===== config.mk =====
export PLATFORM = sky130hd
export DESIGN_NAME = can_xcvr_ctrl
export DESIGN_NICKNAME = d
export VERILOG_FILES = /design/src/can_xcvr_pkg.sv /design/src/tick_timer.sv /design/src/can_xcvr_ctrl.sv
export SDC_FILE = /design/constraint.sdc
export NUM_CORES = 1
export LEC_CHECK = 0
export BUFFER_PORTS_ARGS = -buffer_cell sky130_fd_sc_hd__buf_4
export CAP_MARGIN = 20
export CORE_ASPECT_RATIO = 1.1
export CORE_MARGIN = 1
export CORE_UTILIZATION = 40
export DETAILED_ROUTE_END_ITERATION = 6
export GPL_ROUTABILITY_DRIVEN = 0
export PLACE_DENSITY_LB_ADDON = 0.08
export SLEW_MARGIN = 20
export SYNTH_ARGS = -nofsm -noshare
export SYNTH_HDL_FRONTEND = slang
export SYNTH_HIERARCHICAL = 1
export SYNTH_SLANG_ARGS = --single-unit

===== constraint.sdc =====
create_clock -name clk_in -period 4 [get_ports clk_in]
set_input_delay 0.4 -clock clk_in [delete_from_list [all_inputs] [get_ports clk_in]]
set_output_delay 0.4 -clock clk_in [all_outputs]
set_load 0.01 [all_outputs]

===== src/can_xcvr_pkg.sv =====
// Package for the CAN transceiver control block: register map, timing constants, carriers.
// Assumes one 250 MHz clock domain and an APB register port.
package can_xcvr_pkg;

  // ---------------------------------------------------------------
  // Clock and timing
  // ---------------------------------------------------------------
  localparam int unsigned CLK_MHZ            = 250;
  localparam int unsigned TICK_NS            = 1000;
  localparam int unsigned TICK_CYCLES        = (TICK_NS * CLK_MHZ) / 1000;
  localparam int unsigned WAKE_FILTER_US     = 1;
  localparam int unsigned WAKE_RELEASE_US    = 1;
  localparam int unsigned DOM_TIMEOUT_US     = 1000;
  localparam int unsigned STB_TO_NORMAL_US   = 10;

  // ---------------------------------------------------------------
  // Register map
  // ---------------------------------------------------------------
  localparam logic [7:0] CTRL_ADDR    = 8'h00;
  localparam logic [7:0] STATUS_ADDR  = 8'h04;
  localparam logic [7:0] WAKE_ADDR    = 8'h08;
  localparam logic [7:0] DOMTO_ADDR   = 8'h0C;
  localparam logic [7:0] RECOV_ADDR   = 8'h10;

  localparam int unsigned CTRL_SWSTB_BIT = 0;
  localparam int unsigned CTRL_SWSEL_BIT = 1;
  localparam logic [1:0]  CTRL_RESET     = 2'h0;
  localparam logic [15:0] WAKE_RESET     = 16'(WAKE_FILTER_US);
  localparam logic [15:0] DOMTO_RESET    = 16'(DOM_TIMEOUT_US);
  localparam logic [15:0] RECOV_RESET    = 16'(STB_TO_NORMAL_US);

  localparam int unsigned ST_STANDBY_BIT = 0;
  localparam int unsigned ST_WAKE_BIT    = 1;
  localparam int unsigned ST_THERM_BIT   = 2;
  localparam int unsigned ST_DOMTO_BIT   = 3;
  localparam int unsigned ST_UVLOCK_BIT  = 4;
  localparam int unsigned ST_IOUV_BIT    = 5;
  localparam int unsigned ST_TXEN_BIT    = 6;

  // ---------------------------------------------------------------
  // Carriers
  // ---------------------------------------------------------------
  typedef struct packed {
    logic main_supply_ok;
    logic main_uv;
    logic io_supply_uv;
    logic over_temp;
  } supply_s;

  typedef struct packed {
    logic drive_dominant;
    logic driver_engaged;
  } bus_drive_s;

endpackage


===== src/tick_timer.sv =====
// Microsecond-tick up-counter that runs while its condition holds.
// Assumes a one-cycle tick enable from the main divider.
`timescale 1ns/1ns
module tick_timer
  import can_xcvr_pkg::*;
#(
  parameter int unsigned W = 16
) (
  input  wire logic         clk_in,
  input  wire logic         rst_in,
  input  wire logic         tick_in,
  input  wire logic         run_in,
  input  wire logic [W-1:0] limit_in,
  output logic              expired_out
);

  logic [W-1:0] count_q;

  // Cleared as soon as the qualifying condition drops
  always_ff @(posedge clk_in or posedge rst_in) begin
    if (rst_in) begin
      count_q <= '0;
    end else if (!run_in) begin
      count_q <= '0;
    end else if (tick_in && count_q < limit_in) begin
      count_q <= count_q + W'(1);
    end
  end

  assign expired_out = run_in && (count_q >= limit_in);

endmodule


===== src/can_xcvr_ctrl.sv =====
// Control logic of a high-speed CAN transceiver: modes, wake-up, protection.
// Assumes analog comparators and supply detectors deliver asynchronous levels.
//
// Our own choices: the register addresses and the APB slave port.
`timescale 1ns/1ns

// What this block does
// RULE1 - Standby select low picks normal mode, high picks standby.
// RULE2 - Normal mode: transmit low drives dominant, high leaves recessive.
// RULE3 - Normal mode: receive output low when dominant, high when recessive.
// RULE4 - Standby: transmitter and normal receiver off; low-power receiver watches bus.
// RULE5 - Standby: dominant longer than wake filter drives receive output low.
// RULE6 - Wake not latched; receive returns high after release delay.
// RULE7 - No wake detection without the main supply.
// RULE8 - Over-temperature switches the transmitter off.
// RULE9 - Thermal shutdown affects only the transmitter.
// RULE10 - Thermal off-state ends when hot clears and transmit is high.
// RULE11 - Dominant time-out timer starts on transmit falling edge.
// RULE12 - Transmit low beyond time-out disables transmitter, bus recessive.
// RULE13 - Transmit rising edge resets the timer and re-enables transmission.
// RULE14 - Controller keeps bit rate at or above 15 kbps.
// RULE15 - Main-supply undervoltage blocks all transmission.
// RULE16 - After supply recovery, dominant refused until transmit seen high.
// RULE17 - Undervoltage recovery takes the standby-to-normal delay.
// RULE18 - I/O supply undervoltage releases the driver from the bus.
// RULE19 - Undriven transmit and standby inputs read high.
// RULE20 - Filters and time-out are tick counters cleared when condition ends.
module can_xcvr_ctrl
  import can_xcvr_pkg::*;
#(
  parameter int unsigned TW = 16
) (
  input  wire logic        clk_in,
  input  wire logic        rst_in,
  // Controller side pins, with pull-up already resolved to 1 when undriven
  input  wire logic        tx_data_in,
  input  wire logic        tx_data_driven_in,
  input  wire logic        standby_sel_in,
  input  wire logic        standby_sel_driven_in,
  output logic             rx_data_out,
  output logic             rx_data_oe_out,
  // Bus comparators
  input  wire logic        bus_dominant_in,
  input  wire logic        lp_bus_dominant_in,
  // Supply and temperature detectors
  input  wire supply_s     supply_in,
  // Analog driver and receiver controls
  output bus_drive_s       drive_out,
  output logic             normal_rx_en_out,
  output logic             lp_rx_en_out,
  // APB
  input  wire logic        psel,
  input  wire logic        penable,
  input  wire logic        pwrite,
  input  wire logic [7:0]  paddr,
  input  wire logic [31:0] pwdata,
  output logic [31:0]      prdata,
  output logic             pready,
  output logic             pslverr
);

  // ---------------------------------------------------------------
  // Input synchronisers
  // ---------------------------------------------------------------
  localparam int unsigned NS = 9;
  logic [NS-1:0] raw;
  logic [NS-1:0] s1_q;
  logic [NS-1:0] s2_q;

  assign raw = {tx_data_in, tx_data_driven_in, standby_sel_in, standby_sel_driven_in,
                bus_dominant_in, lp_bus_dominant_in, supply_in.main_supply_ok,
                supply_in.main_uv | supply_in.io_supply_uv ? supply_in.main_uv : 1'b0,
                supply_in.io_supply_uv};

  always_ff @(posedge clk_in or posedge rst_in) begin
    if (rst_in) begin
      s1_q <= 9'h1E4;
      s2_q <= 9'h1E4;
    end else begin
      s1_q <= raw;
      s2_q <= s1_q;
    end
  end

  logic hot_s_q;
  logic hot_m_q;
  always_ff @(posedge clk_in or posedge rst_in) begin
    if (rst_in) begin
      hot_m_q <= 1'b0;
      hot_s_q <= 1'b0;
    end else begin
      hot_m_q <= supply_in.over_temp;
      hot_s_q <= hot_m_q;
    end
  end

  logic tx_pin;
  logic stb_pin;
  logic bus_dom;
  logic lp_dom;
  logic vcc_ok;
  logic vcc_uv;
  logic io_uv;
  // Undriven inputs fall back to high (pull-up)
  assign tx_pin  = s2_q[8] | ~s2_q[7];                                  // RULE19
  assign stb_pin = s2_q[6] | ~s2_q[5];                                  // RULE19
  assign bus_dom = s2_q[4];
  assign lp_dom  = s2_q[3];
  assign vcc_ok  = s2_q[2];
  assign vcc_uv  = s2_q[1];
  assign io_uv   = s2_q[0];

  // ---------------------------------------------------------------
  // Time base
  // ---------------------------------------------------------------
  logic [15:0] div_q;
  logic        tick;
  always_ff @(posedge clk_in or posedge rst_in) begin
    if (rst_in) begin
      div_q <= '0;
    end else if (div_q == 16'(TICK_CYCLES - 1)) begin
      div_q <= '0;
    end else begin
      div_q <= div_q + 16'h0001;
    end
  end
  assign tick = (div_q == 16'(TICK_CYCLES - 1));

  // ---------------------------------------------------------------
  // Registers
  // ---------------------------------------------------------------
  logic [1:0]    ctrl_q;
  logic [TW-1:0] wake_lim_q;
  logic [TW-1:0] domto_lim_q;
  logic [TW-1:0] recov_lim_q;
  logic          wr;
  assign wr = psel && penable && pwrite;

  always_ff @(posedge clk_in or posedge rst_in) begin
    if (rst_in) begin
      ctrl_q      <= CTRL_RESET;
      wake_lim_q  <= TW'(WAKE_RESET);
      domto_lim_q <= TW'(DOMTO_RESET);
      recov_lim_q <= TW'(RECOV_RESET);
    end else if (wr) begin
      unique case (paddr)
        CTRL_ADDR:  ctrl_q      <= pwdata[1:0];
        WAKE_ADDR:  wake_lim_q  <= pwdata[TW-1:0];
        DOMTO_ADDR: domto_lim_q <= pwdata[TW-1:0];
        RECOV_ADDR: recov_lim_q <= pwdata[TW-1:0];
        default: ;
      endcase
    end
  end

  // ---------------------------------------------------------------
  // Mode
  // ---------------------------------------------------------------
  logic standby;
  // Software may override the pin for bring-up only
  assign standby = ctrl_q[CTRL_SWSEL_BIT] ? ctrl_q[CTRL_SWSTB_BIT] : stb_pin;  // RULE1

  // ---------------------------------------------------------------
  // Wake-up detection
  // ---------------------------------------------------------------
  logic wake_dom_run;
  logic wake_dom_done;
  logic wake_rel_done;
  logic wake_q;

  // Low-power receiver lives on the main supply
  assign wake_dom_run = standby && vcc_ok && lp_dom;                    // RULE7

  tick_timer #(.W(TW)) u_wake_filt (
    .clk_in      (clk_in),
    .rst_in      (rst_in),
    .tick_in     (tick),
    .run_in      (wake_dom_run),
    .limit_in    (wake_lim_q),
    .expired_out (wake_dom_done)
  );                                                                    // RULE20

  tick_timer #(.W(TW)) u_wake_rel (
    .clk_in      (clk_in),
    .rst_in      (rst_in),
    .tick_in     (tick),
    .run_in      (wake_q && !lp_dom),
    .limit_in    (wake_lim_q),
    .expired_out (wake_rel_done)
  );

  always_ff @(posedge clk_in or posedge rst_in) begin
    if (rst_in) begin
      wake_q <= 1'b0;
    end else if (!standby || !vcc_ok) begin
      wake_q <= 1'b0;                                                   // RULE7
    end else if (wake_dom_done) begin
      wake_q <= 1'b1;                                                   // RULE5
    end else if (wake_rel_done) begin
      wake_q <= 1'b0;                                                   // RULE6
    end
  end

  // ---------------------------------------------------------------
  // Dominant time-out
  // ---------------------------------------------------------------
  logic tx_prev_q;
  logic domto_done;
  logic domto_q;
  always_ff @(posedge clk_in or posedge rst_in) begin
    if (rst_in) begin
      tx_prev_q <= 1'b1;
    end else begin
      tx_prev_q <= tx_pin;
    end
  end

  // Runs from the falling edge while low; a high level clears it
  tick_timer #(.W(TW)) u_domto (
    .clk_in      (clk_in),
    .rst_in      (rst_in),
    .tick_in     (tick),
    .run_in      (!tx_pin),                                             // RULE11
    .limit_in    (domto_lim_q),
    .expired_out (domto_done)
  );

  always_ff @(posedge clk_in or posedge rst_in) begin
    if (rst_in) begin
      domto_q <= 1'b0;
    end else if (tx_pin && !tx_prev_q) begin
      domto_q <= 1'b0;                                                  // RULE13
    end else if (domto_done) begin
      domto_q <= 1'b1;                                                  // RULE12
    end
  end

  // ---------------------------------------------------------------
  // Thermal shutdown
  // ---------------------------------------------------------------
  logic therm_q;
  always_ff @(posedge clk_in or posedge rst_in) begin
    if (rst_in) begin
      therm_q <= 1'b0;
    end else if (hot_s_q) begin
      therm_q <= 1'b1;                                                  // RULE8
    end else if (tx_pin) begin
      therm_q <= 1'b0;                                                  // RULE10
    end
  end

  // ---------------------------------------------------------------
  // Main supply undervoltage lock and recovery
  // ---------------------------------------------------------------
  logic uv_lock_q;
  logic recov_done;
  // Recovery delay matches standby-to-normal; reset starts locked
  tick_timer #(.W(TW)) u_recov (
    .clk_in      (clk_in),
    .rst_in      (rst_in),
    .tick_in     (tick),
    .run_in      (uv_lock_q && !vcc_uv),
    .limit_in    (recov_lim_q),
    .expired_out (recov_done)                                           // RULE17
  );

  always_ff @(posedge clk_in or posedge rst_in) begin
    if (rst_in) begin
      uv_lock_q <= 1'b1;
    end else if (vcc_uv) begin
      uv_lock_q <= 1'b1;                                                // RULE15
    end else if (recov_done && tx_pin) begin
      uv_lock_q <= 1'b0;                                                // RULE16
    end
  end

  // ---------------------------------------------------------------
  // Outputs
  // ---------------------------------------------------------------
  logic tx_enable;
  // Receiver and mode logic ignore the thermal flag
  assign tx_enable = !standby && !therm_q && !domto_q && !uv_lock_q && !io_uv;  // RULE9

  always_ff @(posedge clk_in or posedge rst_in) begin
    if (rst_in) begin
      drive_out        <= '0;
      rx_data_out      <= 1'b1;
      rx_data_oe_out   <= 1'b0;
      normal_rx_en_out <= 1'b0;
      lp_rx_en_out     <= 1'b0;
    end else begin
      drive_out.drive_dominant <= tx_enable && !tx_pin;                 // RULE2
      drive_out.driver_engaged <= !standby && !io_uv;                   // RULE18
      normal_rx_en_out         <= !standby;                             // RULE4
      lp_rx_en_out             <= standby && vcc_ok;                    // RULE4
      rx_data_out              <= standby ? !wake_q : !bus_dom;         // RULE3
      // Pins float without I/O supply
      rx_data_oe_out           <= !io_uv;
    end
  end

  // ---------------------------------------------------------------
  // APB read side
  // ---------------------------------------------------------------
  logic [31:0] rd;
  logic        hit;
  always_comb begin
    rd  = 32'h0;
    hit = 1'b1;
    unique case (paddr)
      CTRL_ADDR:   rd[1:0] = ctrl_q;
      STATUS_ADDR: begin
        rd[ST_STANDBY_BIT] = standby;
        rd[ST_WAKE_BIT]    = wake_q;
        rd[ST_THERM_BIT]   = therm_q;
        rd[ST_DOMTO_BIT]   = domto_q;
        rd[ST_UVLOCK_BIT]  = uv_lock_q;
        rd[ST_IOUV_BIT]    = io_uv;
        rd[ST_TXEN_BIT]    = tx_enable;
      end
      WAKE_ADDR:   rd[TW-1:0] = wake_lim_q;
      DOMTO_ADDR:  rd[TW-1:0] = domto_lim_q;
      RECOV_ADDR:  rd[TW-1:0] = recov_lim_q;
      default:     hit = 1'b0;
    endcase
  end

  always_ff @(posedge clk_in or posedge rst_in) begin
    if (rst_in) begin
      prdata <= 32'h0;
    end else if (psel && !penable) begin
      prdata <= rd;
    end
  end

  assign pready  = 1'b1;
  assign pslverr = psel && penable && !hit;

endmodule


==> flow_metrics.py <==
metrics = {
    "run_status": {
        "outcome": "finished, violations left",
        "failed_checks": "DRC",
    },
    "timing": {
        "slew_violations": 0,
        "worst_pin_slew_ns": 0.7742,
        "rsz0062_at_grt": "false",
        "hold_ws_ns": 0.06160,
        "fin_crit_sh": 0.7396,
        "hold_violations": 0,
        "fmax_mhz": 338.0,
        "tns_ns": 0,
        "slew_headroom": 0.4839,
        "min_period_ns": 2.958,
        "fin_skew_ns": 0.01282,
        "setup_violations": 0,
    },
    "clocking": {
        "path_clk_slew_ns": 0.09,
        "cts-resized-gates": 0,
        "hold_buffers": 0,
        "cts_root_buf": "clkbuf_16",
        "cts_made_buffers": 17,
        "worstSkewPairLatency_ns": 0.44,
        "cts_tree": "built",
        "h-tree-depth": 4,
        "post-cts-setup-buffers": 0,
        "clock-sinks": 177,
        "cts_buffer_depth": 2,
    },
    "placement": {
        "dp_hpwl_um": 18860,
        "io_buffer_count": 61,
        "dpl_cell_area_um2": 10690,
        "dpl.cell_count": 1306,
    },
    "final_layout": {
        "diodes": 0,
        "fillers": 2304,
        "final_common_cell": "dfrtp_1",
        "layout.nets": 1140,
        "area_delta_synth_final_pct": 13.80,
        "layout_common_cells": "dfrtp_1 (155), inv_1 (78), a21oi_1 (73), buf_4 (73), ha_1 (70)",
        "fin_cells": 1338,
        "drive_gt1_frac": 0.2121,
        "final_area_um2": 11330,
    },
    "global_route": {
        "grt_pass1_wl_um": 41420,
        "antenna_found_initial": 0,
        "grt_usage": 0.2092,
        "grt_overflow": 0,
        "grt_pass1_vias": 7629,
        "grt_max_degree": 57,
    },
    "synthesis": {
        "seq_area_frac_synth": 0.4478,
        "yosys_most_used_dff": "dfrtp_1",
        "synth_edf_count": 0,
        "synth_seq_cells": 177,
        "synthesis.area_um2": 9953,
        "synth_cell_types": 62,
        "synthCells": 949,
        "syn_avg_cell_area_um2": 10.49,
        "yosysWarningCount": 6,
        "ys_async_sr_fraction": 1.000,
    },
    "job": {
        "maxCapViolations": 0,
    },
    "worst_setup_path": {
        "slowest_stage": "and4b_1",
        "crit_type": "reg -> reg",
        "cpPeakStageDelay_ns": 0.69,
        "critPathLaunchType": "register",
        "cp-end-kind": "register",
        "r2r_start": "div_q[1]",
        "path_max_fanout": 13,
        "critical_path.startpoint": "div_q[1]",
        "critical_path_arrival_ns": 3.27,
        "required_ns": 4.31,
        "crit_chain": "inv_1, ha_1, nor4b_1, and4b_1, buf_4, and4_1, nand2_1, a211oi_1, nand4_1, xor2_1, nor2_1",
    },
    "floorplanning": {
        "dieWidth_um": 152.4,
        "die-area_um2": 25520,
        "dieHeight_um": 167.4,
        "rows": 60,
        "io_pins": 95,
        "core-area_um2": 24470,
        "start_util": 0.4067,
    },
    "detailed_routing": {
        "ant_nets": 0,
        "first_iter_violations": 342,
        "routed_via_density": 5.501,
        "wl_um": 25240,
        "route.met3.wl_um": 673,
        "route.detailed.drc": 6,
        "wl_per_cell_um": 18.86,
        "route.met2.wl_um": 12160,
        "dr.pass1.iters": 7,
        "vias": 7361,
        "top_layer": "met4",
        "m1WireLength_um": 11900,
    },
    "pwr": {
        "p_total_mw": 3.856,
        "vdd_drop_max_v": 0.0002361,
        "p_per_area_nw_per_um2": 340.4,
        "p_leak_nw": 5.047,
    },
    "hold_path": {
        "holdCritStartpoint": "tx_data_in",
        "hp-class": "in -> reg",
    },
}
==> cell type report <==
cell class                 instances  area [µm²]  area share
clock buffer                      17       425.4     0.03756
clock inverter                    15       211.5     0.01867
inverter                          83       314.1     0.02773
multi-input combinational        663        4984      0.4400
sequential                       177        4457      0.3935
tap                              310       387.9     0.03424
timing repair buffer              73       548.0     0.04838
==> path summary, 6_finish.rpt <==
check,endpoint,slack (ns),cells after the start
min in group asynchronous,u_wake_rel/count_q[3],0.14,2
worst max-delay path,u_recov/count_q[9],1.04,11
worst min-delay path,s1_q[8],0.06,1
worst max register to register,u_recov/count_q[9],1.04,11
max in group asynchronous,domto_lim_q[5],2.88,3
worst min register to register,s2_q[4],0.35,0
==> state kept, by name, indices dropped and copies added (netlist names), 16 cells and up <==
| register | cells |
|---|---|
| div_q | 16 |
| domto_lim_q | 16 |
| prdata | 16 |
| recov_lim_q | 16 |
| u_domto/count_q | 16 |
| u_recov/count_q | 16 |
| u_wake_filt/count_q | 16 |
| u_wake_rel/count_q | 16 |
| wake_lim_q | 16 |
==> power by group <==
part | internal [mW] | switching [mW]
combinational | 0.0830 | 0.195
sequential | 1.82 | 0.0179
clock | 0.861 | 0.880
==> Yosys cell counts, drive strengths merged, types with 2 or more instances <==
cell type | count | area, µm²
and4 | 10 | 97.59
ha | 70 | 875.8
and3 | 9 | 96.35
mux2i | 10 | 100.1
nand3b | 2 | 15.01
or3 | 7 | 43.79
o21ai | 29 | 145.1
nor2b | 11 | 68.82
a22oi | 13 | 97.59
o22a | 2 | 17.52
nor3b | 2 | 15.01
a21o | 2 | 15.01
a22o | 11 | 96.34
nand4 | 53 | 337.8
nor2 | 46 | 172.7
nand2b | 4 | 25.02
xnor2 | 14 | 122.6
nor4 | 4 | 40.04
a21oi | 77 | 400.4
xor2 | 20 | 175.2
a211oi | 8 | 60.06
dfrtp | 155 | 3879
clkinv | 4 | 15.01
clkbuf | 15 | 56.30
buf | 26 | 201.4
o21a | 2 | 15.01
o2bb2ai | 11 | 96.34
conb | 2 | 7.510
o211ai | 4 | 50.05
o31ai | 34 | 255.2
a2111o | 4 | 50.05
dfstp | 22 | 578.1
nand3 | 19 | 115.1
and2 | 5 | 36.29
mux2 | 53 | 671.9
inv | 79 | 296.5
or4 | 33 | 251.5
nor3 | 3 | 15.01
nand2 | 60 | 240.2
a31oi | 6 | 37.54
==> kinds of logic after synthesis <==
group,synth area share
XOR/XNOR,0.02992
AND/OR/NAND/NOR,0.1613
AO/OA/AOI/OAI,0.1375
flip-flops,0.4478
buffers and inverters,0.05720
other,0.0007545
adder cells (fa/ha/maj),0.08799
multiplexers,0.07756
==> per-layer routing <==
metal / global-route usage / vias to the layer above
met2: 0.3488 / 119
li1: - / 3592
met4: 0.06433 / 0
met5: 0 / -
met3: 0.03261 / 23
met1: 0.2794 / 3627
==> worst max-delay path: cells and delay by family, from the launching register on <==
family	cells	cell delay, ns
xor+xnor	1	0.16
buf+inv	2	0.30
simple gates	6	1.50
flops	1	0.40
fa+ha+maj	1	0.13
compound gates	1	0.33
==> stage by stage <==
step / setup slack (ns) / util
final: 1.042 / 0.4628
after global routing: 0.6858 / 0.4628
after CTS: 1.015 / 0.4628
after detailed placement: 1.045 / 0.4368
after global placement: 1.029 / 0.4368
after floorplan: 0.6491 / -
(Power assumes the default switching activity.)
